[src/rtl/rplat_pkg.sv]
// Constants for the radio link client port and latency block.
// Assumes a single 200 MHz core clock and software that converts delay values to time.
// Functional notes
// - Transmit delay in sampling cycles sits in bits 20:0 of register tx_path_delay.
// - Receive delay in sampling cycles sits in bits 20:0 of register rx_path_delay.
// - Delays are unsigned fixed point, 13 integer bits and 8 fraction bits.
// - Block alignment slip count sits in bits 6:0 of register rx_block_slip_count, fixed per link-up.
// - Codeword alignment slip count sits in bits 4:0 of register rx_codeword_slip_count, fixed per link-up.
// - Each channel selects one of five reference clocks, default zero, via reconfiguration.
// - Device gives parallel clocks at line rate over 64 and 66; 66 times client ports.
// - Each control bit marks its byte as control; start and end bytes are control.
// - Device delivers received 64 plus 8 bit words in the transmit client timing.
// - The 8b/10b transmit port carries 16 data and 2 control bits, low byte first.
// - In 8b/10b mode device delivers 16 data and 2 control received bits.

package rplat_pkg;
    localparam int          MII_DATA_W    = 64;
    localparam int          MII_CTRL_W    = 8;
    localparam int          LEG_DATA_W    = 16;
    localparam int          LEG_CTRL_W    = 2;
    localparam int          BYTE_W        = 8;
    localparam int          ADDR_W        = 12;
    localparam int          RDATA_W       = 32;
    localparam int          DELAY_W       = 21;
    localparam int          FRAC_W        = 8;
    localparam int          REFSEL_W      = 3;
    localparam int          NUM_REFCLK    = 5;
    localparam int          DIV_FAST      = 64;
    localparam int          DIV_SLOW      = 66;
    localparam int          SYNC_DEPTH    = 3;
    localparam logic [11:0] ADDR_TX_DELAY = 12'hC02;
    localparam logic [11:0] ADDR_RX_DELAY = 12'hC03;
    localparam logic [11:0] ADDR_BLK_SLIP = 12'h028;
    localparam logic [11:0] ADDR_CW_SLIP  = 12'h029;
    localparam logic [11:0] ADDR_REFSEL   = 12'h02A;
    localparam int          BLK_SLIP_W    = 7;
    localparam int          CW_SLIP_W     = 5;
    localparam logic [2:0]  REFSEL_RESET  = 3'h0;
    localparam logic [7:0]  CODE_START    = 8'hFB;
    localparam logic [7:0]  CODE_END     = 8'hFD;
    localparam logic [7:0]  FRAC_ONE_CYC  = 8'hFF;
    typedef enum logic [1:0] {RPLAT_IDLE, RPLAT_RUN, RPLAT_DONE} rplat_meas_t;
endpackage

[src/rtl/rplat_top.sv]
// Client datapath and latency measurement core for one channel of the radio link port.
// Assumes all client words arrive on CORE_CLK_IN, markers from the line side async.
`timescale 1ns/1ps
`default_nettype none
module rplat_top #(
    parameter int TX_PIPE = 2
) (
    input  wire logic                                CORE_CLK_IN,
    input  wire logic                                RST_N_IN,
    input  wire logic                                LEGACY_MODE_IN,
    input  wire logic [rplat_pkg::MII_DATA_W-1:0]   TX_CLIENT_DATA_IN,
    input  wire logic [rplat_pkg::MII_CTRL_W-1:0]   TX_CLIENT_CTRL_IN,
    input  wire logic [rplat_pkg::LEG_DATA_W-1:0]   TX_LEGACY_CODE_DATA_IN,
    input  wire logic [rplat_pkg::LEG_CTRL_W-1:0]   TX_LEGACY_CODE_CTRL_IN,
    output logic      [rplat_pkg::MII_DATA_W-1:0]   TX_LINE_DATA_OUT,
    output logic      [rplat_pkg::MII_CTRL_W-1:0]   TX_LINE_CTRL_OUT,
    input  wire logic [rplat_pkg::MII_DATA_W-1:0]   RX_LINE_DATA_IN,
    input  wire logic [rplat_pkg::MII_CTRL_W-1:0]   RX_LINE_CTRL_IN,
    output logic      [rplat_pkg::MII_DATA_W-1:0]   RX_CLIENT_DATA_OUT,
    output logic      [rplat_pkg::MII_CTRL_W-1:0]   RX_CLIENT_CTRL_OUT,
    output logic      [rplat_pkg::LEG_DATA_W-1:0]   RX_LEGACY_CODE_DATA_OUT,
    output logic      [rplat_pkg::LEG_CTRL_W-1:0]   RX_LEGACY_CODE_CTRL_OUT,
    output logic                                     CTRL_MARK_ERR_OUT,
    input  wire logic                                TX_MARK_START_IN,
    input  wire logic                                TX_MARK_END_IN,
    input  wire logic                                RX_MARK_START_IN,
    input  wire logic                                RX_MARK_END_IN,
    input  wire logic [rplat_pkg::BLK_SLIP_W-1:0]   RX_SLIP_COUNT_FAST_IN,
    input  wire logic [rplat_pkg::CW_SLIP_W-1:0]    RX_CODEWORD_OFFSET_IN,
    input  wire logic                                LINK_UP_IN,
    input  wire logic                                CFG_WRITE_IN,
    input  wire logic                                CFG_READ_IN,
    input  wire logic [rplat_pkg::ADDR_W-1:0]       CFG_ADDR_IN,
    input  wire logic [rplat_pkg::RDATA_W-1:0]      CFG_WDATA_IN,
    output logic      [rplat_pkg::RDATA_W-1:0]      CFG_RDATA_OUT,
    output logic                                     CFG_RVALID_OUT,
    output logic      [rplat_pkg::REFSEL_W-1:0]     REFCLK_SELECT_OUT
);
    import rplat_pkg::*;

    ////////////////////////////////////////////////////////////////////////////////////////////////
    // Marker synchronisers.

    logic [3:0] mark_raw;
    logic [3:0] mark_sync;
    assign mark_raw = {RX_MARK_END_IN, RX_MARK_START_IN, TX_MARK_END_IN, TX_MARK_START_IN};

    genvar gi;
    generate
        for (gi = 0; gi < 4; gi++) begin : g_sync
            rplat_sync u_sync (
                .clk_in   (CORE_CLK_IN),
                .rst_n_in (RST_N_IN),
                .d_in     (mark_raw[gi]),
                .q_out    (mark_sync[gi])
            );
        end
    endgenerate

    ////////////////////////////////////////////////////////////////////////////////////////////////
    // Delay measurement, one counter per direction.

    rplat_meas_t             tx_state_reg;
    rplat_meas_t             tx_state_next;
    rplat_meas_t             rx_state_reg;
    rplat_meas_t             rx_state_next;
    logic [DELAY_W-1:0]      tx_delay_cycles_reg;
    logic [DELAY_W-1:0]      tx_delay_cycles_next;
    logic [DELAY_W-1:0]      rx_delay_cycles_reg;
    logic [DELAY_W-1:0]      rx_delay_cycles_next;
    logic [3:0]              mark_prev_reg;
    logic [3:0]              mark_rise;

    assign mark_rise = mark_sync & ~mark_prev_reg;

    // One whole cycle is one unit of the integer part; the fraction is left zero because
    // the core clock cannot resolve sub-cycle phase.
    function automatic rplat_meas_t meas_step(input rplat_meas_t st, input logic start, input logic stop);
        rplat_meas_t nx;
        nx = st;
        case (st)
            RPLAT_IDLE: if (start) nx = RPLAT_RUN;
            RPLAT_RUN:  if (stop) nx = RPLAT_DONE;
            RPLAT_DONE: if (start) nx = RPLAT_RUN;
            default:    nx = RPLAT_IDLE;
        endcase
        return nx;
    endfunction

    function automatic logic [DELAY_W-1:0] meas_count(input rplat_meas_t st, input logic start,
                                                      input logic [DELAY_W-1:0] cnt);
        logic [DELAY_W-1:0] nx;
        nx = cnt;
        if (start && st != RPLAT_RUN) begin
            nx = '0;
        end else if (st == RPLAT_RUN && cnt[DELAY_W-1:FRAC_W] != '1) begin
            nx = cnt + DELAY_W'(1 << FRAC_W);
        end
        return nx;
    endfunction

    always_comb begin
        tx_state_next        = meas_step(tx_state_reg, mark_rise[0], mark_rise[1]);
        rx_state_next        = meas_step(rx_state_reg, mark_rise[2], mark_rise[3]);
        tx_delay_cycles_next = meas_count(tx_state_reg, mark_rise[0], tx_delay_cycles_reg);
        rx_delay_cycles_next = meas_count(rx_state_reg, mark_rise[2], rx_delay_cycles_reg);
    end

    always_ff @(posedge CORE_CLK_IN or negedge RST_N_IN) begin
        if (!RST_N_IN) begin
            tx_state_reg        <= RPLAT_IDLE;
            rx_state_reg        <= RPLAT_IDLE;
            tx_delay_cycles_reg <= '0;
            rx_delay_cycles_reg <= '0;
            mark_prev_reg       <= 4'h0;
        end else begin
            tx_state_reg        <= tx_state_next;
            rx_state_reg        <= rx_state_next;
            tx_delay_cycles_reg <= tx_delay_cycles_next;
            rx_delay_cycles_reg <= rx_delay_cycles_next;
            mark_prev_reg       <= mark_sync;
        end
    end

    ////////////////////////////////////////////////////////////////////////////////////////////////
    // Slip counts held per link-up.

    logic [BLK_SLIP_W-1:0] slip_fast_reg;
    logic [BLK_SLIP_W-1:0] slip_fast_next;
    logic [CW_SLIP_W-1:0]  cw_off_reg;
    logic [CW_SLIP_W-1:0]  cw_off_next;
    logic                  link_prev_reg;

    // Sampled once at link-up so the value stays fixed while the link is up.
    always_comb begin
        slip_fast_next = slip_fast_reg;
        cw_off_next    = cw_off_reg;
        if (LINK_UP_IN && !link_prev_reg) begin
            slip_fast_next = RX_SLIP_COUNT_FAST_IN;
            cw_off_next    = RX_CODEWORD_OFFSET_IN;
        end
    end

    always_ff @(posedge CORE_CLK_IN or negedge RST_N_IN) begin
        if (!RST_N_IN) begin
            slip_fast_reg <= '0;
            cw_off_reg    <= '0;
            link_prev_reg <= 1'b0;
        end else begin
            slip_fast_reg <= slip_fast_next;
            cw_off_reg    <= cw_off_next;
            link_prev_reg <= LINK_UP_IN;
        end
    end

    ////////////////////////////////////////////////////////////////////////////////////////////////
    // Register port: reference select and read-back.

    logic [REFSEL_W-1:0] refsel_reg;
    logic [REFSEL_W-1:0] refsel_next;
    logic [RDATA_W-1:0]  rdata_reg;
    logic [RDATA_W-1:0]  rdata_next;
    logic                rvalid_reg;
    logic                rvalid_next;

    always_comb begin
        refsel_next = refsel_reg;
        rdata_next  = rdata_reg;
        rvalid_next = CFG_READ_IN;
        // Out of range selections are ignored so exactly one reference stays selected.
        if (CFG_WRITE_IN && CFG_ADDR_IN == ADDR_REFSEL &&
            CFG_WDATA_IN < RDATA_W'(NUM_REFCLK)) begin
            refsel_next = CFG_WDATA_IN[REFSEL_W-1:0];
        end
        if (CFG_READ_IN) begin
            if (CFG_ADDR_IN == ADDR_TX_DELAY) begin
                rdata_next = {{(RDATA_W-DELAY_W){1'b0}}, tx_delay_cycles_reg};
            end else if (CFG_ADDR_IN == ADDR_RX_DELAY) begin
                rdata_next = {{(RDATA_W-DELAY_W){1'b0}}, rx_delay_cycles_reg};
            end else if (CFG_ADDR_IN == ADDR_BLK_SLIP) begin
                rdata_next = {{(RDATA_W-BLK_SLIP_W){1'b0}}, slip_fast_reg};
            end else if (CFG_ADDR_IN == ADDR_CW_SLIP) begin
                rdata_next = {{(RDATA_W-CW_SLIP_W){1'b0}}, cw_off_reg};
            end else if (CFG_ADDR_IN == ADDR_REFSEL) begin
                rdata_next = {{(RDATA_W-REFSEL_W){1'b0}}, refsel_reg};
            end else begin
                rdata_next = '0;
            end
        end
    end

    always_ff @(posedge CORE_CLK_IN or negedge RST_N_IN) begin
        if (!RST_N_IN) begin
            refsel_reg <= REFSEL_RESET;
            rdata_reg  <= '0;
            rvalid_reg <= 1'b0;
        end else begin
            refsel_reg <= refsel_next;
            rdata_reg  <= rdata_next;
            rvalid_reg <= rvalid_next;
        end
    end

    assign CFG_RDATA_OUT     = rdata_reg;
    assign CFG_RVALID_OUT    = rvalid_reg;
    assign REFCLK_SELECT_OUT = refsel_reg;

    ////////////////////////////////////////////////////////////////////////////////////////////////
    // Client datapath.

    // A start or end code byte flagged as data is reported, not corrected.
    function automatic logic marks_bad(input logic [MII_DATA_W-1:0] d, input logic [MII_CTRL_W-1:0] c,
                                       input logic legacy);
        logic bad;
        bad = 1'b0;
        for (int i = 0; i < MII_CTRL_W; i++) begin
            if ((!legacy || i < LEG_CTRL_W) && !c[i] &&
                (d[i*BYTE_W +: BYTE_W] == CODE_START || d[i*BYTE_W +: BYTE_W] == CODE_END)) begin
                bad = 1'b1;
            end
        end
        return bad;
    endfunction

    logic [MII_DATA_W-1:0] tx_d_reg;
    logic [MII_DATA_W-1:0] tx_d_next;
    logic [MII_CTRL_W-1:0] tx_c_reg;
    logic [MII_CTRL_W-1:0] tx_c_next;
    logic [MII_DATA_W-1:0] rx_d_reg;
    logic [MII_DATA_W-1:0] rx_d_next;
    logic [MII_CTRL_W-1:0] rx_c_reg;
    logic [MII_CTRL_W-1:0] rx_c_next;
    logic                  err_reg;
    logic                  err_next;

    // The core clock stands in for the divide-by-66 client clock that times both client ports.
    always_comb begin
        // Legacy words use the low lanes; byte 7:0 stays the first byte on the line.
        if (LEGACY_MODE_IN) begin
            tx_d_next = {{(MII_DATA_W-LEG_DATA_W){1'b0}}, TX_LEGACY_CODE_DATA_IN};
            tx_c_next = {{(MII_CTRL_W-LEG_CTRL_W){1'b0}}, TX_LEGACY_CODE_CTRL_IN};
        end else begin
            tx_d_next = TX_CLIENT_DATA_IN;
            tx_c_next = TX_CLIENT_CTRL_IN;
        end
        rx_d_next = RX_LINE_DATA_IN;
        rx_c_next = RX_LINE_CTRL_IN;
        err_next  = marks_bad(tx_d_next, tx_c_next, LEGACY_MODE_IN) ||
                    marks_bad(RX_LINE_DATA_IN, RX_LINE_CTRL_IN, LEGACY_MODE_IN);
    end

    always_ff @(posedge CORE_CLK_IN or negedge RST_N_IN) begin
        if (!RST_N_IN) begin
            tx_d_reg <= '0;
            tx_c_reg <= '0;
            rx_d_reg <= '0;
            rx_c_reg <= '0;
            err_reg  <= 1'b0;
        end else begin
            tx_d_reg <= tx_d_next;
            tx_c_reg <= tx_c_next;
            rx_d_reg <= rx_d_next;
            rx_c_reg <= rx_c_next;
            err_reg  <= err_next;
        end
    end

    assign TX_LINE_DATA_OUT        = tx_d_reg;
    assign TX_LINE_CTRL_OUT        = tx_c_reg;
    assign RX_CLIENT_DATA_OUT      = rx_d_reg;
    assign RX_CLIENT_CTRL_OUT      = rx_c_reg;
    assign RX_LEGACY_CODE_DATA_OUT = rx_d_reg[LEG_DATA_W-1:0];
    assign RX_LEGACY_CODE_CTRL_OUT = rx_c_reg[LEG_CTRL_W-1:0];
    assign CTRL_MARK_ERR_OUT       = err_reg;
endmodule
`default_nettype wire

[src/rtl/rplat_sync.sv]
// Three-stage synchroniser with agreement filter for one level.
// Assumes the input is asynchronous to the clock.
`timescale 1ns/1ps
`default_nettype none
module rplat_sync (
    input  wire logic clk_in,
    input  wire logic rst_n_in,
    input  wire logic d_in,
    output logic      q_out
);
    logic [2:0] stage_reg;
    logic [2:0] stage_next;
    logic       q_reg;
    logic       q_next;

    always_comb begin
        stage_next = {stage_reg[1:0], d_in};
        q_next     = (stage_reg[2] == stage_reg[1]) ? stage_reg[1] : q_reg;
    end

    always_ff @(posedge clk_in or negedge rst_n_in) begin
        if (!rst_n_in) begin
            stage_reg <= 3'h0;
            q_reg     <= 1'b0;
        end else begin
            stage_reg <= stage_next;
            q_reg     <= q_next;
        end
    end

    assign q_out = q_reg;
endmodule
`default_nettype wire

[config.mk]
export PLATFORM = sky130hd
export DESIGN_NAME = rplat_top
export DESIGN_NICKNAME = d
export VERILOG_FILES = /design/src/rtl/rplat_pkg.sv /design/src/rtl/rplat_top.sv /design/src/rtl/rplat_sync.sv
export SDC_FILE = /design/constraint.sdc
export NUM_CORES = 1
export LEC_CHECK = 0
export BUFFER_PORTS_ARGS = -buffer_cell sky130_fd_sc_hd__buf_2
export CAP_MARGIN = 15
export CORE_AREA = 4 4 164 166
export DETAILED_ROUTE_END_ITERATION = 8
export DIE_AREA = 0 0 168 170
export GPL_ROUTABILITY_DRIVEN = 0
export PLACE_DENSITY_LB_ADDON = 0.05
export SYNTH_ARGS = -nofsm -noshare
export SYNTH_HDL_FRONTEND = slang
export SYNTH_SLANG_ARGS = --single-unit
[constraint.sdc]
create_clock -name CORE_CLK_IN -period 4.9 [get_ports CORE_CLK_IN]
set_clock_uncertainty 0.2 [all_clocks]
set_input_delay 1.225 -clock CORE_CLK_IN [delete_from_list [all_inputs] [get_ports CORE_CLK_IN]]
set_output_delay 1.225 -clock CORE_CLK_IN [all_outputs]
set_load 0.01 [all_outputs]
* Word-level counts from Yosys, hierarchy flattened
Index checks and enable logic that the tools add are counted.
** Storage, ports and cells
- Register bits after elaboration :: 260
- Input bits :: 228
- Output and inout port bits :: 199
- Word-level logic and storage cells :: 193
** Operators by class
- Add/sub/neg operators :: 2
- Magnitude comparators :: 1
- Eq/ne operators :: 53
- Mux-type cells :: 33
- Bitwise gates (word level) :: 2
- Reduce and logical (&&, ||, !) cells :: 78
** Operator list (number)
- == test 8 bit, second input constant :: 32
- 2-to-1 mux 21 bit :: 6
- 2-to-1 mux 64 bit :: 1
- adder 21 x 9 -> 21 bit, second input constant :: 2
- == test 12 x 6 -> 1 bit, second input constant :: 3
- logical AND 1 bit :: 35
- < comparator 32 x 3 -> 1 bit, second input constant :: 1
- inequality test 13 bit, second input constant :: 2
- == test 12 bit, second input constant :: 2
- zero test 1 bit :: 18
- logical OR 1 bit :: 17
- 2-to-1 mux 1 bit :: 16
- 2-to-1 mux 2 bit :: 4
- 2-to-1 mux 8 bit :: 1
- inequality test 2 x 1 -> 1 bit, second input constant :: 4
- case mux 2 bit (2 select lines) :: 2
- 2-to-1 mux 7 bit :: 1
- 2-to-1 mux 5 bit :: 1
- bitwise AND 4 bit :: 1
- == test 1 bit :: 4
- == test 2 x 1 -> 1 bit, second input constant :: 2
- == test 2 bit, second input constant :: 2
- zero test 2 bit :: 2
- inequality test 2 bit, second input constant :: 2
- other kinds (5) :: 8

* Logic depth before layout (Yosys ltp)
Gate-level depths: netlist of run 1.
- Depth after elaboration :: 13
- Depth in mapped cells :: 6
- Depth with buffers taken out :: 6

* Hierarchy
From an unflattened synthesis of run 1, not the netlist that was laid out.
** Unflattened totals
- Cell total of the unflattened synthesis :: 676
- Area, all modules :: 8816.0 µm²
** Modules (own cells, without submodules)
- rplat_top :: times used 1, cells each 656, area an instance 8370.5 µm², sequential area each 5430.2 µm²
- rplat_sync :: times used 4, cells each 5, area an instance 111.4 µm², sequential area each 100.1 µm²

* Worst setup path after synthesis of run 1
Ideal clock, no wire load.
- Kind :: input-to-reg
- From :: input CFG_ADDR_IN[1] (netlist name)
- To :: register refsel_reg[0], in the netlist REFCLK_SELECT_OUT[0]
- Setup time :: 0.125 ns
- Arrival time :: 2.537 ns
- Required time :: 4.575 ns
- Slack :: 2.038 ns
- Stages on the path :: 6
- Path through :: buf_6 -> nor4b_4 -> nand4_1 -> or3_4 -> nor4_4 -> mux2_2
** Between the ends
- Longest elaborated chain between the ends :: 3
** RTL lines
- from (decl) :: RTL line rplat_top.sv:33 : input wire logic [rplat_pkg::ADDR_W-1:0] CFG_ADDR_IN,
- == test 12 x 6 -> 1 bit :: RTL line rplat_top.sv:171 : if (CFG_WRITE_IN && CFG_ADDR_IN == ADDR_REFSEL &&
- logical AND 1 bit (2 in a row) :: RTL line rplat_top.sv:171
- to (signal assigned) :: RTL line rplat_top.sv:198 : refsel_reg <= refsel_next;
- to (decl) :: RTL line rplat_top.sv:159 : logic [REFSEL_W-1:0] refsel_reg;
No other way between the ends.
A chain may end at the register's enable or synchronous reset.

* Worst setup path in the final report of run 1
- From :: input LEGACY_MODE_IN
- To :: register err_reg, in the netlist CTRL_MARK_ERR_OUT
** Between the ends
- Longest elaborated chain between the ends :: 13
- Elaborated cells on any way between the ends :: 76
- Those cells by class :: eq/ne (16); mux (16); reduce/logical (44)
** RTL lines
- from (decl) :: RTL line rplat_top.sv:10 : input wire logic LEGACY_MODE_IN,
- 2-to-1 mux 64 bit :: RTL line rplat_top.sv:239 : if (LEGACY_MODE_IN) begin
- == test 8 bit :: RTL line rplat_top.sv:218 : (d[i*BYTE_W +: BYTE_W] == CODE_START || d[i*BYTE_W +: BYTE_W] == CODE_END)) begin
- logical OR 1 bit :: RTL line rplat_top.sv:218
- logical AND 1 bit :: RTL line rplat_top.sv:217 : if ((!legacy || i < LEG_CTRL_W) && !c[i] &&
- 2-to-1 mux 1 bit (8 in a row) :: RTL line rplat_top.sv:217
- logical OR 1 bit * :: RTL line rplat_top.sv:248 : err_next = marks_bad(tx_d_next, tx_c_next, LEGACY_MODE_IN) ||
- named net err_next :: RTL line rplat_top.sv:234 : logic err_next;
- to (signal assigned) :: RTL line rplat_top.sv:264 : err_reg <= err_next;
- to (decl) :: RTL line rplat_top.sv:233 : logic err_reg;
Mark *: on every way through the listed nets, which the timed path passes. The rest lies on a longest branch.

==> results.rst, run 1 <==
.. list-table::
   :header-rows: 1

   * - Metric
     - Value
   * - Status
     - finished clean
   * - Die ar.
     - 28,560 um2
   * - CP max stage cell
     - sky130_fd_sc_hd__buf_4
   * - Number of pins with negative max-slew slack in the final report
     - 0
   * - Min-delay worst type
     - register to register
   * - Static leakage
     - 5.941 nW
   * - Number of distinct library cell variants in the gate-level netlist after synthesis
     - 54
   * - Leading cell types in the layout, fill and taps excluded
     - sky130_fd_sc_hd__buf_2 (414), sky130_fd_sc_hd__dfrtp_1 (233), sky130_fd_sc_hd__nor2b_1 (61), sky130_fd_sc_hd__mux2_2 (32), sky130_fd_sc_hd__clkbuf_16 (27)
   * - Yosys warning total
     - 0
   * - Count of input and output buffers
     - 415
   * - Worst Hold Path EP
     - g_sync[0].u_sync.stage_reg[1]
   * - Post-synthesis instance area
     - 8826 um2
   * - Average routed wire per standard cell
     - 18.73 um
   * - Largest net degree at the start of global routing
     - around 110
   * - Layout cell share with drive strength beyond 1
     - 45.74%
   * - Commonest non-fill, non-tap cell in the layout
     - sky130_fd_sc_hd__buf_2
   * - First-pass GRT wire length
     - 40,430 um
   * - Clock edge transition at the registers on the reported setup and hold paths
     - ~0.06 ns
   * - Type of element capturing the critical path
     - register
   * - Cell accounting for the most synthesized area
     - sky130_fd_sc_hd__dfrtp_1
   * - Antenna-violating nets left
     - 0
   * - Std-Cell Rows
     - between 50 and 60
   * - Terminus of the critical flop-to-flop path
     - rx_delay_cycles_reg[19]
   * - Required time of the critical path
     - 5.07 ns
   * - Initial core utilization
     - 34.46%
   * - Largest driver fanout on the critical path
     - 63
   * - Slew at the pin closest to its max-slew limit
     - approximately 1.1 ns
   * - Filler Cells Inserted
     - 2,415
   * - Setup TNS
     - 0 ns
   * - Sequential-to-total area share from yosys stat
     - 66.06%
   * - Number of setup buffers added after CTS
     - 0
   * - Final setup vio count
     - 0
   * - Storage element area
     - 5831 um2
   * - Setup repair after global routing missed its margin
     - no
   * - Number of flip-flops and latches in the synthesized netlist
     - 233
   * - Via/cell ratio
     - 4.614
   * - Cts-stage hold buffer count
     - 0
   * - Top_reg_cell synth
     - sky130_fd_sc_hd__dfrtp_1
   * - Final critical-path share of the clock period
     - 55.54%
   * - Floorplan Core Area
     - 25,620 um2
   * - Ordered cell list for the critical path
     - buf_2, buf_4, buf_4, nor4bb_1, nand2_1, o21ai_0, a31oi_1, nand4_1
   * - TritonRoute pass-1 iters
     - 4
   * - Worst hold path cell count
     - 0
   * - Post-layout minimum cycle time
     - ~2.7 ns
   * - FF-to-FF path depth
     - 6
   * - Width of the chip
     - 168 um
   * - Total via count after detailed routing
     - 6,584
   * - R2R Setup Slk
     - 2.78 ns
   * - Achievable clock frequency
     - 367.4 MHz
   * - Clock Path Buffers
     - 3
   * - Later-pin clock latency in the skew report
     - 0.52 ns
   * - Overall global routing resource usage
     - a little under a fifth
   * - Arrival time of data at the critical path endpoint
     - 2.89 ns
   * - Critical path startpoint
     - LEGACY_MODE_IN
   * - Count of flip-flops with a built-in enable after synthesis
     - 0
   * - Post-synthesis async set-or-reset flop share
     - 100.0%
   * - CTS tree
     - done
   * - Post-cts repair resize count
     - 0
   * - Root Buffer Master
     - sky130_fd_sc_hd__clkbuf_16
   * - CP Class
     - input pin to register
   * - Nature of the critical path startpoint
     - input pin
   * - Post-synthesis instance total
     - 659
   * - Remaining DRCs
     - 0
   * - Wire length reported by the detailed router
     - 26,720 um
   * - Initial antenna violation count
     - 10
   * - Post-place setup slack
     - 1.621 ns
   * - Leading cell types by total area after synthesis
     - sky130_fd_sc_hd__dfrtp_1 (66%), sky130_fd_sc_hd__nor2b_1 (4.3%), sky130_fd_sc_hd__mux2_2 (4.1%)
   * - Slowest stage delay, CP
     - 0.54 ns
   * - Gr ovfl total
     - 0
   * - Worst-case setup margin in the final layout
     - 2.178 ns
   * - Max-cap violations
     - 0
   * - Fin nets
     - 1,302
   * - Number of violations reported at the end of detailed-routing iteration 0
     - 263
   * - Launch point of the worst reg-to-reg path
     - rx_delay_cycles_reg[8]
   * - Startpoint of the tightest hold check path
     - g_sync[0].u_sync.stage_reg[0]
   * - Synthesis-to-layout area growth
     - 36.21%
   * - Post-DP HPWL
     - 21,130 um
   * - Footprint of the multi-input gates
     - 2701 um2
   * - Critical Path Most Common Cell
     - sky130_fd_sc_hd__buf_4
   * - Vertical extent of the die
     - around 170 um
   * - Io pins
     - between 400 and 500
   * - CTS buffer count
     - 26
   * - Via count of the first global-routing pass
     - ~7,000
   * - Max_slew headroom
     - 29.47%
   * - Total power per unit cell area
     - ~390 nW/um2
   * - Area share of the largest cell type after synthesis
     - 66.06%
   * - H-Tree Depth
     - 1
   * - CTS sink cnt
     - between 200 and 250
   * - Final hold viol count
     - 0
   * - Syn_area_per_cell
     - about 13 um2
   * - Peak supply drop
     - around 0.22 mV
-- cells by family after synthesis --
logic type / after synthesis / synth area share, %
flops: 233 / 66.06
simple gates: 223 / 15.27
compound gates: 60 / 5.132
buf+inv: 57 / 3.757
mux: 50 / 6.124
xor+xnor: 29 / 2.878
fa+ha+maj: 6 / 0.7371
other cells: 1 / 0.04249
-- critical path, delay by kind of cell --
kind,cells,cell delay (ns)
buffers and inverters,3,1.07
AOI/OAI and AO/OA,2,0.31
and+or+nand+nor,3,0.28
-- per-stage QoR --
step / power (mW) / cells / area [um2] / utilization, % / hold WS, ns
2_1_floorplan: 2.446 / 669 / 8864 / - / 0.1312
3_3_place_gp: 2.739 / 1379 / 11120 / 43.43 / 0.1330
3_5_place_dp: 2.740 / 1379 / 11120 / 43.43 / 0.1372
4_1_cts: 4.785 / 1426 / 12020 / 46.92 / 0.1506
5_1_grt: 4.959 / 1427 / 12020 / 46.93 / 0.1531
6_report: 4.706 / 1427 / 12020 / 46.93 / 0.1505
-- Yosys cell counts (5+ instances only) --
cell type	number
sky130_fd_sc_hd__nand2b_1	9
sky130_fd_sc_hd__nand3_1	25
sky130_fd_sc_hd__nand4_1	20
sky130_fd_sc_hd__nor2b_1	61
sky130_fd_sc_hd__xor2_1	10
sky130_fd_sc_hd__inv_1	10
sky130_fd_sc_hd__xnor2_1	19
sky130_fd_sc_hd__buf_4	29
sky130_fd_sc_hd__mux2_2	32
sky130_fd_sc_hd__nor2_1	21
sky130_fd_sc_hd__nor4_1	9
sky130_fd_sc_hd__and3_1	5
sky130_fd_sc_hd__clkbuf_1	15
sky130_fd_sc_hd__a21oi_1	6
sky130_fd_sc_hd__mux2i_1	18
sky130_fd_sc_hd__o21ai_0	18
sky130_fd_sc_hd__o2bb2ai_1	17
sky130_fd_sc_hd__nor3_1	12
sky130_fd_sc_hd__dfrtp_1	233
sky130_fd_sc_hd__nand4b_1	15
sky130_fd_sc_hd__nand2_1	23
-- area by class of cell --
class                   count  area share [%]
multi-input cells         379           22.47
diodes                      1         0.02082
well taps                 335           3.487
repair buffers            421           17.74
clock inverters             7          0.9159
inverters                  11          0.3435
flip-flops and latches    233           48.50
clock buffers              40           6.526
-- per-layer routing --
metal,vias to the layer above,GRT usage [%],routed length (um)
met3,72,6.899,2530
met2,251,31.25,13390
met4,16,5.646,835
met1,3130,20.86,9857
li1,3115,-,-
met5,-,0,113
-- where the power goes --
group | switching [mW] | internal [mW]
registers | 0.0786 | 2.05
logic | 0.319 | 0.241
clock network | 0.759 | 1.25
-- worst max path at each step --
stage	endpoint
after floorplan	REFCLK_SELECT_OUT[0]
after global placement	CTRL_MARK_ERR_OUT
after detailed placement	CTRL_MARK_ERR_OUT
after CTS	CTRL_MARK_ERR_OUT
after global routing	CTRL_MARK_ERR_OUT
final	CTRL_MARK_ERR_OUT
(Power assumes the default switching activity.)
==> run 2, diff against run 1 <==
==> constraint.sdc (replaced) <==
create_clock -name CORE_CLK_IN -period 2.3 [get_ports CORE_CLK_IN]
set_clock_uncertainty 0.2 [all_clocks]
set_input_delay 0.575 -clock CORE_CLK_IN [delete_from_list [all_inputs] [get_ports CORE_CLK_IN]]
set_output_delay 0.575 -clock CORE_CLK_IN [all_outputs]
set_load 0.01 [all_outputs]
==> run 2 against run 1 <==
Clock power is 110% higher. Setup slack worse by 2.1 ns. Global-route usage grew 0.70 points.
==> results.rst, run 2 (same netlist as run 1, synthesis figures left out) <==
.. list-table::
   :header-rows: 1

   * - Metric
     - Value
   * - Status
     - finished clean
   * - CTS buffer count
     - 26 (unchanged)
   * - Total power per unit cell area
     - 776.5 nW/um2 (+98%)
   * - Layout cell share with drive strength beyond 1
     - 43.91% (-1.8 points)
   * - Later-pin clock latency in the skew report
     - 0.53 ns (about the same)
   * - Min-delay worst type
     - input pin to register
   * - Final setup vio count
     - 0 (unchanged)
   * - Largest driver fanout on the critical path
     - 2 (-97%)
   * - Filler Cells Inserted
     - 2,332 (-3.4%)
   * - Number of pins with negative max-slew slack in the final report
     - 0 (unchanged)
   * - Critical path buffers and inverters
     - 3 (unchanged)
   * - Remaining DRCs
     - 0 (unchanged)
   * - FF-to-FF path depth
     - 6 (unchanged)
   * - Post-place setup slack
     - -0.2214 ns (-1.842 ns)
   * - Largest net degree at the start of global routing
     - 58 (-48%)
   * - Required time of the critical path
     - 2.51 ns (-2.56 ns)
   * - Initial antenna violation count
     - 14 (+4)
   * - Slowest stage delay, CP
     - 0.58 ns (+0.04 ns)
   * - Count of input and output buffers
     - 415 (unchanged)
   * - Cell area after layout
     - 13,070 um2 (+8.7%)
   * - Clock edge transition at the registers on the reported setup and hold paths
     - 0.06 ns (about the same)
   * - First-pass GRT wire length
     - 42,230 um (+4.5%)
   * - TritonRoute pass-1 iters
     - 4 (unchanged)
   * - Post-Layout Cell Count
     - 1,530 (+7.2%)
   * - Io pins
     - 427 (unchanged)
   * - CP max stage cell
     - sky130_fd_sc_hd__or4_1
   * - Cell type group with the largest total delay on the critical path
     - simple AND/OR/NAND/NOR gates
   * - Max_slew headroom
     - 61.02% (+32 points)
   * - Antenna-violating nets left
     - 0 (unchanged)
   * - Overall global routing resource usage
     - 18.76% (+0.70 points)
   * - Post-layout minimum cycle time
     - 2.234 ns
   * - Number of violations reported at the end of detailed-routing iteration 0
     - 318 (+21%)
   * - Number of cells after detailed placement
     - 1,402 (+1.7%)
   * - Detailed-routed wire length on met2
     - 14,040 um (+4.9%)
   * - Root Buffer Master
     - sky130_fd_sc_hd__clkbuf_16
   * - Sum of internal, switching and leakage power
     - 10.15 mW (+120%)
   * - CTS sink cnt
     - 233 (unchanged)
   * - Vertical extent of the die
     - 170 um (unchanged)
   * - Width of the chip
     - 168 um (unchanged)
   * - Met3 wire length
     - 2633 um (+4.1%)
   * - Wire length reported by the detailed router
     - 28,020 um (+4.9%)
   * - Clock Path Buffers
     - 3 (unchanged)
   * - Worst-case setup margin in the final layout
     - 0.06568 ns (-2.113 ns)
   * - Max-cap violations
     - 0 (unchanged)
   * - Std-Cell Rows
     - 59 (unchanged)
   * - Floorplan Core Area
     - 25,620 um2 (unchanged)
   * - Slew at the pin closest to its max-slew limit
     - 0.5700 ns (-0.4858 ns)
   * - Static leakage
     - 6.405 nW (+7.8%)
   * - Post-DP HPWL
     - 21,480 um (+1.6%)
   * - Critical Path Stages
     - 8 (unchanged)
   * - Average routed wire per standard cell
     - 18.31 um (-2.2%)
   * - Via count of the first global-routing pass
     - 7,442 (+5.9%)
   * - Total via count after detailed routing
     - 7,029 (+6.8%)
   * - Final hold viol count
     - 0 (unchanged)
   * - Nature of the critical path startpoint
     - input pin
   * - Die ar.
     - 28,560 um2 (unchanged)
   * - Via/cell ratio
     - 4.594 (-0.43%)
   * - Leading cell types in the layout, fill and taps excluded
     - sky130_fd_sc_hd__buf_2 (414), sky130_fd_sc_hd__dfrtp_1 (233), sky130_fd_sc_hd__dlygate4sd3_1 (78), sky130_fd_sc_hd__nor2b_1 (61), sky130_fd_sc_hd__mux2_2 (32)
   * - Commonest non-fill, non-tap cell in the layout
     - sky130_fd_sc_hd__buf_2
   * - Total routed wire length on the met1 layer
     - 10,310 um (+4.5%)
   * - Synthesis-to-layout area growth
     - 48.06%
   * - Arrival time of data at the critical path endpoint
     - 2.45 ns (-0.44 ns)
   * - Placement Cell Area
     - 11,400 um2 (+2.5%)
   * - Initial core utilization
     - 34.46% (unchanged)
   * - Gr ovfl total
     - 0 (unchanged)
   * - Worst hold path cell count
     - 3 (+3)
   * - Peak supply drop
     - 0.4686 mV (+120%)
   * - H-Tree Depth
     - 1 (unchanged)
   * - CP Class
     - input pin to register
   * - Ordered cell list for the critical path
     - dlygate4sd3_1, buf_2, xnor2_1, nor3_1, or4_1, nor4_2, buf_4, nand4_1
   * - Top metal layer carrying routed signals
     - met5
   * - Setup repair after global routing missed its margin
     - no
   * - Fin nets
     - 1,403 (+7.8%)
   * - Type of element capturing the critical path
     - register
   * - Final critical-path share of the clock period
     - 97.14%
   * - Number of setup buffers added after CTS
     - 0 (unchanged)
   * - CTS tree
     - done
   * - Achievable clock frequency
     - about 450 MHz
   * - Post-Route Hold Slack
     - 0.06306 ns (-0.08745 ns)
-- run 2: cell types whose count changed in the layout (fill, tap and decap cells not counted) --
cell,delta
sky130_fd_sc_hd__buf_12,+8
sky130_fd_sc_hd__buf_4,+15
sky130_fd_sc_hd__clkbuf_1,-1
sky130_fd_sc_hd__clkbuf_16,-1
sky130_fd_sc_hd__clkbuf_8,-1
sky130_fd_sc_hd__clkinv_2,+1
sky130_fd_sc_hd__clkinv_8,+1
sky130_fd_sc_hd__diode_2,+3
sky130_fd_sc_hd__dlygate4sd3_1,+78
sky130_fd_sc_hd__nor4_1,-1
sky130_fd_sc_hd__nor4_2,+1
-- run 2: cell type report --
| class | instances | area [um2] | share of cell area [%] |
|---|---|---|---|
| multi-input combinational | 379 | 2708 | 20.72 |
| sequential | 233 | 5831 | 44.62 |
| clock buffer | 37 | 742.0 | 5.678 |
| clock inverter | 9 | 131.4 | 1.005 |
| tap | 335 | 419.2 | 3.208 |
| antenna | 4 | 10.01 | 0.07660 |
| timing repair buffer | 522 | 3186 | 24.38 |
| inverter | 11 | 41.29 | 0.3160 |
-- run 2: metal layers --
layer,vias to the layer above,global-route usage (%)
met5,-,0
met4,22,6.387
met1,3342,21.57
li1,3317,-
met2,269,32.15
met3,79,7.387
-- run 2: worst reg2reg max path, cell delays in order (launching register included) --
cell                      delay, ns
sky130_fd_sc_hd__dfrtp_1       0.43
sky130_fd_sc_hd__ha_1          0.22
sky130_fd_sc_hd__nand3_1       0.17
sky130_fd_sc_hd__o41ai_4       0.54
sky130_fd_sc_hd__nor4_1        0.13
sky130_fd_sc_hd__xnor2_1       0.15
sky130_fd_sc_hd__nor2_1        0.06
-- run 2: where the power goes --
group          leakage, nW  internal (mW)  switching [mW]  total (mW)
Clock                0.432           2.57            1.66        4.23
Combinational         3.07          0.657           0.721        1.38
Sequential            2.90           4.38           0.162        4.54
Total                 6.40           7.61            2.54        10.1
-- run 2: metrics by stage --
| step | setup TNS (ns) | utilization (%) |
|---|---|---|
| floorplan | 0 | - |
| global placement | -0.6700 | 44.49 |
| detailed placement | -0.7561 | 44.49 |
| CTS | 0 | 50.95 |
| global route | 0 | 51.00 |
| finish | 0 | 51.01 |
-- run 2: final timing paths --
kind / start / to / slack, ns
hold reg to reg: g_sync[0].u_sync.stage_reg[0] / g_sync[0].u_sync.stage_reg[1] / 0.15
setup reg to reg: tx_delay_cycles_reg[9] / tx_delay_cycles_reg[19] / 0.27
min in group asynchronous: RST_N_IN / CFG_RDATA_OUT[0] / 0.40
hold / removal: TX_LEGACY_CODE_DATA_IN[8] / TX_LINE_DATA_OUT[8] / 0.06
max in group asynchronous: RST_N_IN / RX_CLIENT_DATA_OUT[52] / 0.88
setup / recovery: RX_LINE_DATA_IN[18] / CTRL_MARK_ERR_OUT / 0.07
-- run 2: what timing repair did --
| item | CTS | global route |
|---|---|---|
| hold buffers | 78 | 0 |
| hold endpoints to repair | 126 | 0 |
| endpoints found under the setup margin | 0 | 1 |
| gates resized for setup | 0 | 1 |
==> run 3, diff against run 2 <==
--- a/config.mk
+++ b/config.mk
@@ -7,9 +7,10 @@
 export LEC_CHECK = 0
 export BUFFER_PORTS_ARGS = -buffer_cell sky130_fd_sc_hd__buf_2
 export CAP_MARGIN = 15
-export CORE_AREA = 4 4 164 166
+export CORE_AREA = 4 4 162 164
+export CTS_BUF_LIST = sky130_fd_sc_hd__clkbuf_4
 export DETAILED_ROUTE_END_ITERATION = 8
-export DIE_AREA = 0 0 168 170
+export DIE_AREA = 0 0 166 168
 export GPL_ROUTABILITY_DRIVEN = 0
 export PLACE_DENSITY_LB_ADDON = 0.05
 export SYNTH_ARGS = -nofsm -noshare
==> run 3 against run 2 <==
Register-to-register slack about the same. Cell count increased by 10%. Largest cell class unchanged. Largest power group unchanged. Final area increased by 7.0%.
==> results.rst, run 3 (same netlist as run 1, synthesis figures left out) <==
.. list-table::
   :header-rows: 1

   * - Metric
     - Value
   * - TritonRoute pass-1 iters
     - 7 (+3)
   * - Worst-case setup margin in the final layout
     - 0.1230 ns (+0.05735 ns)
   * - Via/cell ratio
     - 4.574 (-0.45%)
   * - Initial antenna violation count
     - 3 (-11)
   * - Floorplan Core Area
     - 24,890 um2 (-2.8%)
   * - Final critical-path share of the clock period
     - 94.65% (-2.5 points)
   * - Launch point of the worst reg-to-reg path
     - tx_delay_cycles_reg[8]
   * - Vertical extent of the die
     - 168 um (-1.2%)
   * - Wire length reported by the detailed router
     - 29,300 um (+4.6%)
   * - Post-DP HPWL
     - 21,750 um (+1.3%)
   * - Count of input and output buffers
     - 415 (unchanged)
   * - Width of the chip
     - 166 um (-1.2%)
   * - Gr ovfl total
     - 0 (unchanged)
   * - Average routed wire per standard cell
     - 17.38 um (-5.1%)
   * - CTS buffer count
     - 67 (+160%)
   * - Synthesis-to-layout area growth
     - 58.46%
   * - Critical path endpoint
     - CTRL_MARK_ERR_OUT
   * - Number of pins with negative max-slew slack in the final report
     - 0 (unchanged)
   * - Die ar.
     - 27,890 um2 (-2.4%)
   * - Slowest stage delay, CP
     - 0.59 ns (about the same)
   * - Leading cell types in the layout, fill and taps excluded
     - sky130_fd_sc_hd__buf_2 (414), sky130_fd_sc_hd__dfrtp_1 (233), sky130_fd_sc_hd__dlygate4sd3_1 (182), sky130_fd_sc_hd__clkbuf_4 (96), sky130_fd_sc_hd__nor2b_1 (61)
   * - CP max stage cell
     - sky130_fd_sc_hd__or4_1
   * - Final setup vio count
     - 0 (unchanged)
   * - Setup repair after global routing missed its margin
     - no
   * - Min-delay worst type
     - input pin to register
   * - Peak supply drop
     - 0.5179 mV (+11%)
   * - Max-cap violations
     - 0 (unchanged)
   * - Largest driver fanout on the critical path
     - 2 (unchanged)
   * - Footprint of the multi-input gates
     - 2708 um2 (unchanged)
   * - Placement Cell Area
     - 11,330 um2 (-0.60%)
   * - Cell area after layout
     - 13,990 um2 (+7.0%)
   * - Clock Path Buffers
     - 3 (unchanged)
   * - Clock edge transition at the registers on the reported setup and hold paths
     - 0.06 ns (about the same)
   * - Static leakage
     - 6.870 nW (+7.3%)
   * - Total via count after detailed routing
     - 7,711 (+9.7%)
   * - Storage element area
     - 5831 um2 (unchanged)
   * - Filler Cells Inserted
     - 2,170 (-6.9%)
   * - Post-Route Hold Slack
     - 0.07624 ns (+0.01319 ns)
   * - Number of violations reported at the end of detailed-routing iteration 0
     - 198 (-38%)
   * - Commonest non-fill, non-tap cell in the layout
     - sky130_fd_sc_hd__buf_2
   * - FF-to-FF path depth
     - 6 (unchanged)
   * - Std-Cell Rows
     - 58 (-1.7%)
   * - CP Class
     - input pin to register
   * - CTS tree
     - done
   * - Number of setup buffers added after CTS
     - 0 (unchanged)
   * - Largest net degree at the start of global routing
     - 65 (+12%)
   * - Terminus of the critical flop-to-flop path
     - tx_delay_cycles_reg[15]
   * - Post-place setup slack
     - -0.1988 ns (+0.02266 ns)
   * - Antenna-violating nets left
     - 0 (unchanged)
   * - Layout Utilization
     - 56.19% (+5.2 points)
   * - Total power per unit cell area
     - 705.4 nW/um2 (-9.2%)
   * - Io pins
     - 427 (unchanged)
   * - First-pass GRT wire length
     - 45,530 um (+7.8%)
   * - Slew at the pin closest to its max-slew limit
     - 0.6019 ns (+0.03189 ns)
   * - Nature of the critical path startpoint
     - input pin
   * - Arrival time of data at the critical path endpoint
     - 2.45 ns (about the same)
   * - Status
     - finished clean
   * - Type of element capturing the critical path
     - register
   * - Number of cells after detailed placement
     - 1,392 (-0.71%)
   * - Via count of the first global-routing pass
     - 8,393 (+13%)
   * - Remaining DRCs
     - 0 (unchanged)
   * - Achievable clock frequency
     - 459.4 MHz (+2.6%)
   * - Overall global routing resource usage
     - 20.56% (+1.8 points)
   * - Layout cell share with drive strength beyond 1
     - 42.79% (-1.1 points)
   * - Critical path startpoint
     - RX_LINE_DATA_IN[17]
   * - Fin nets
     - 1,543 (+10%)
   * - Post-Layout Cell Count
     - 1,686 (+10%)
   * - Required time of the critical path
     - 2.58 ns (+0.07 ns)
   * - R2R Setup Slk
     - 0.27 ns (about the same)
   * - Initial core utilization
     - 35.46% (+1.0 points)
   * - CTS sink cnt
     - 233 (unchanged)
   * - Final hold viol count
     - 0 (unchanged)
   * - Sum of internal, switching and leakage power
     - 9.865 mW (-2.8%)
   * - Later-pin clock latency in the skew report
     - 0.62 ns (+0.09 ns)
   * - Post-layout minimum cycle time
     - 2.177 ns (-0.05735 ns)
   * - Setup TNS
     - 0 ns (unchanged)
   * - H-Tree Depth
     - 3 (+2)
   * - Ordered cell list for the critical path
     - dlygate4sd3_1, buf_2, xnor2_1, nor3_1, or4_1, nor4_2, buf_4, nand4_1
   * - Root Buffer Master
     - sky130_fd_sc_hd__clkbuf_4
   * - Max_slew headroom
     - 58.84% (-2.2 points)
-- run 3: cell count changes in the layout (fill, tap and decap cells not counted), moves of 3 or more --
cell	change
sky130_fd_sc_hd__clkbuf_8	-5
sky130_fd_sc_hd__buf_4	-3
sky130_fd_sc_hd__clkbuf_4	+96
sky130_fd_sc_hd__clkbuf_1	-6
sky130_fd_sc_hd__clkbuf_16	-26
sky130_fd_sc_hd__dlygate4sd3_1	+104
sky130_fd_sc_hd__clkinv_1	+8
sky130_fd_sc_hd__inv_2	+3
sky130_fd_sc_hd__clkinv_2	-5
-- run 3: area by class of cell --
cell class                 instances  share of cell area [%]
clock buffer                      96                   5.153
antenna                            3                 0.05368
tap                              330                   2.952
clock inverter                    13                  0.7246
sequential                       233                   41.69
multi-input combinational        379                   19.36
inverter                          11                  0.2952
timing repair buffer             621                   29.77
-- run 3: critical path, delay by kind of cell --
kind | cells | cell delay, ns
and+or+nand+nor | 4 | 0.90
buffers and inverters | 3 | 0.81
xor gates and xnor gates | 1 | 0.16
-- run 3: worst min path at each step --
stage	start	endpoint	cells past startpoint
detailed placement	g_sync[2].u_sync.stage_reg[0]	g_sync[2].u_sync.stage_reg[1]	0
global route	TX_CLIENT_DATA_IN[57]	TX_LINE_DATA_OUT[57]	2
global placement	g_sync[3].u_sync.stage_reg[0]	g_sync[3].u_sync.stage_reg[1]	0
floorplan	RST_N_IN	CFG_RDATA_OUT[0]	0
finish	TX_CLIENT_DATA_IN[57]	TX_LINE_DATA_OUT[57]	2
CTS	TX_CLIENT_DATA_IN[57]	TX_LINE_DATA_OUT[57]	2
-- run 3: what timing repair did --
action / 4_1_cts / 5_1_grt
hold buffers: 182 / 0
endpoints found under the setup margin: 0 / 1
endpoints found under the hold margin: 227 / 0
gates resized for setup: 0 / 1
-- run 3: report_power, final --
part	total, mW	leakage, nW	internal [mW]	switching [mW]
clock	3.79	0.495	2.12	1.67
sequential	4.54	2.90	4.38	0.165
combinational	1.53	3.47	0.776	0.756
total	9.87	6.87	7.27	2.59
-- run 3: routing by layer --
layer  track usage, %  share of wire (%)  wire (um)
met4            8.608                3.3        967
met1            22.46                 36      10630
met2            36.68                 53      15460
met3            6.927                7.6       2236
met5                0                  0          0
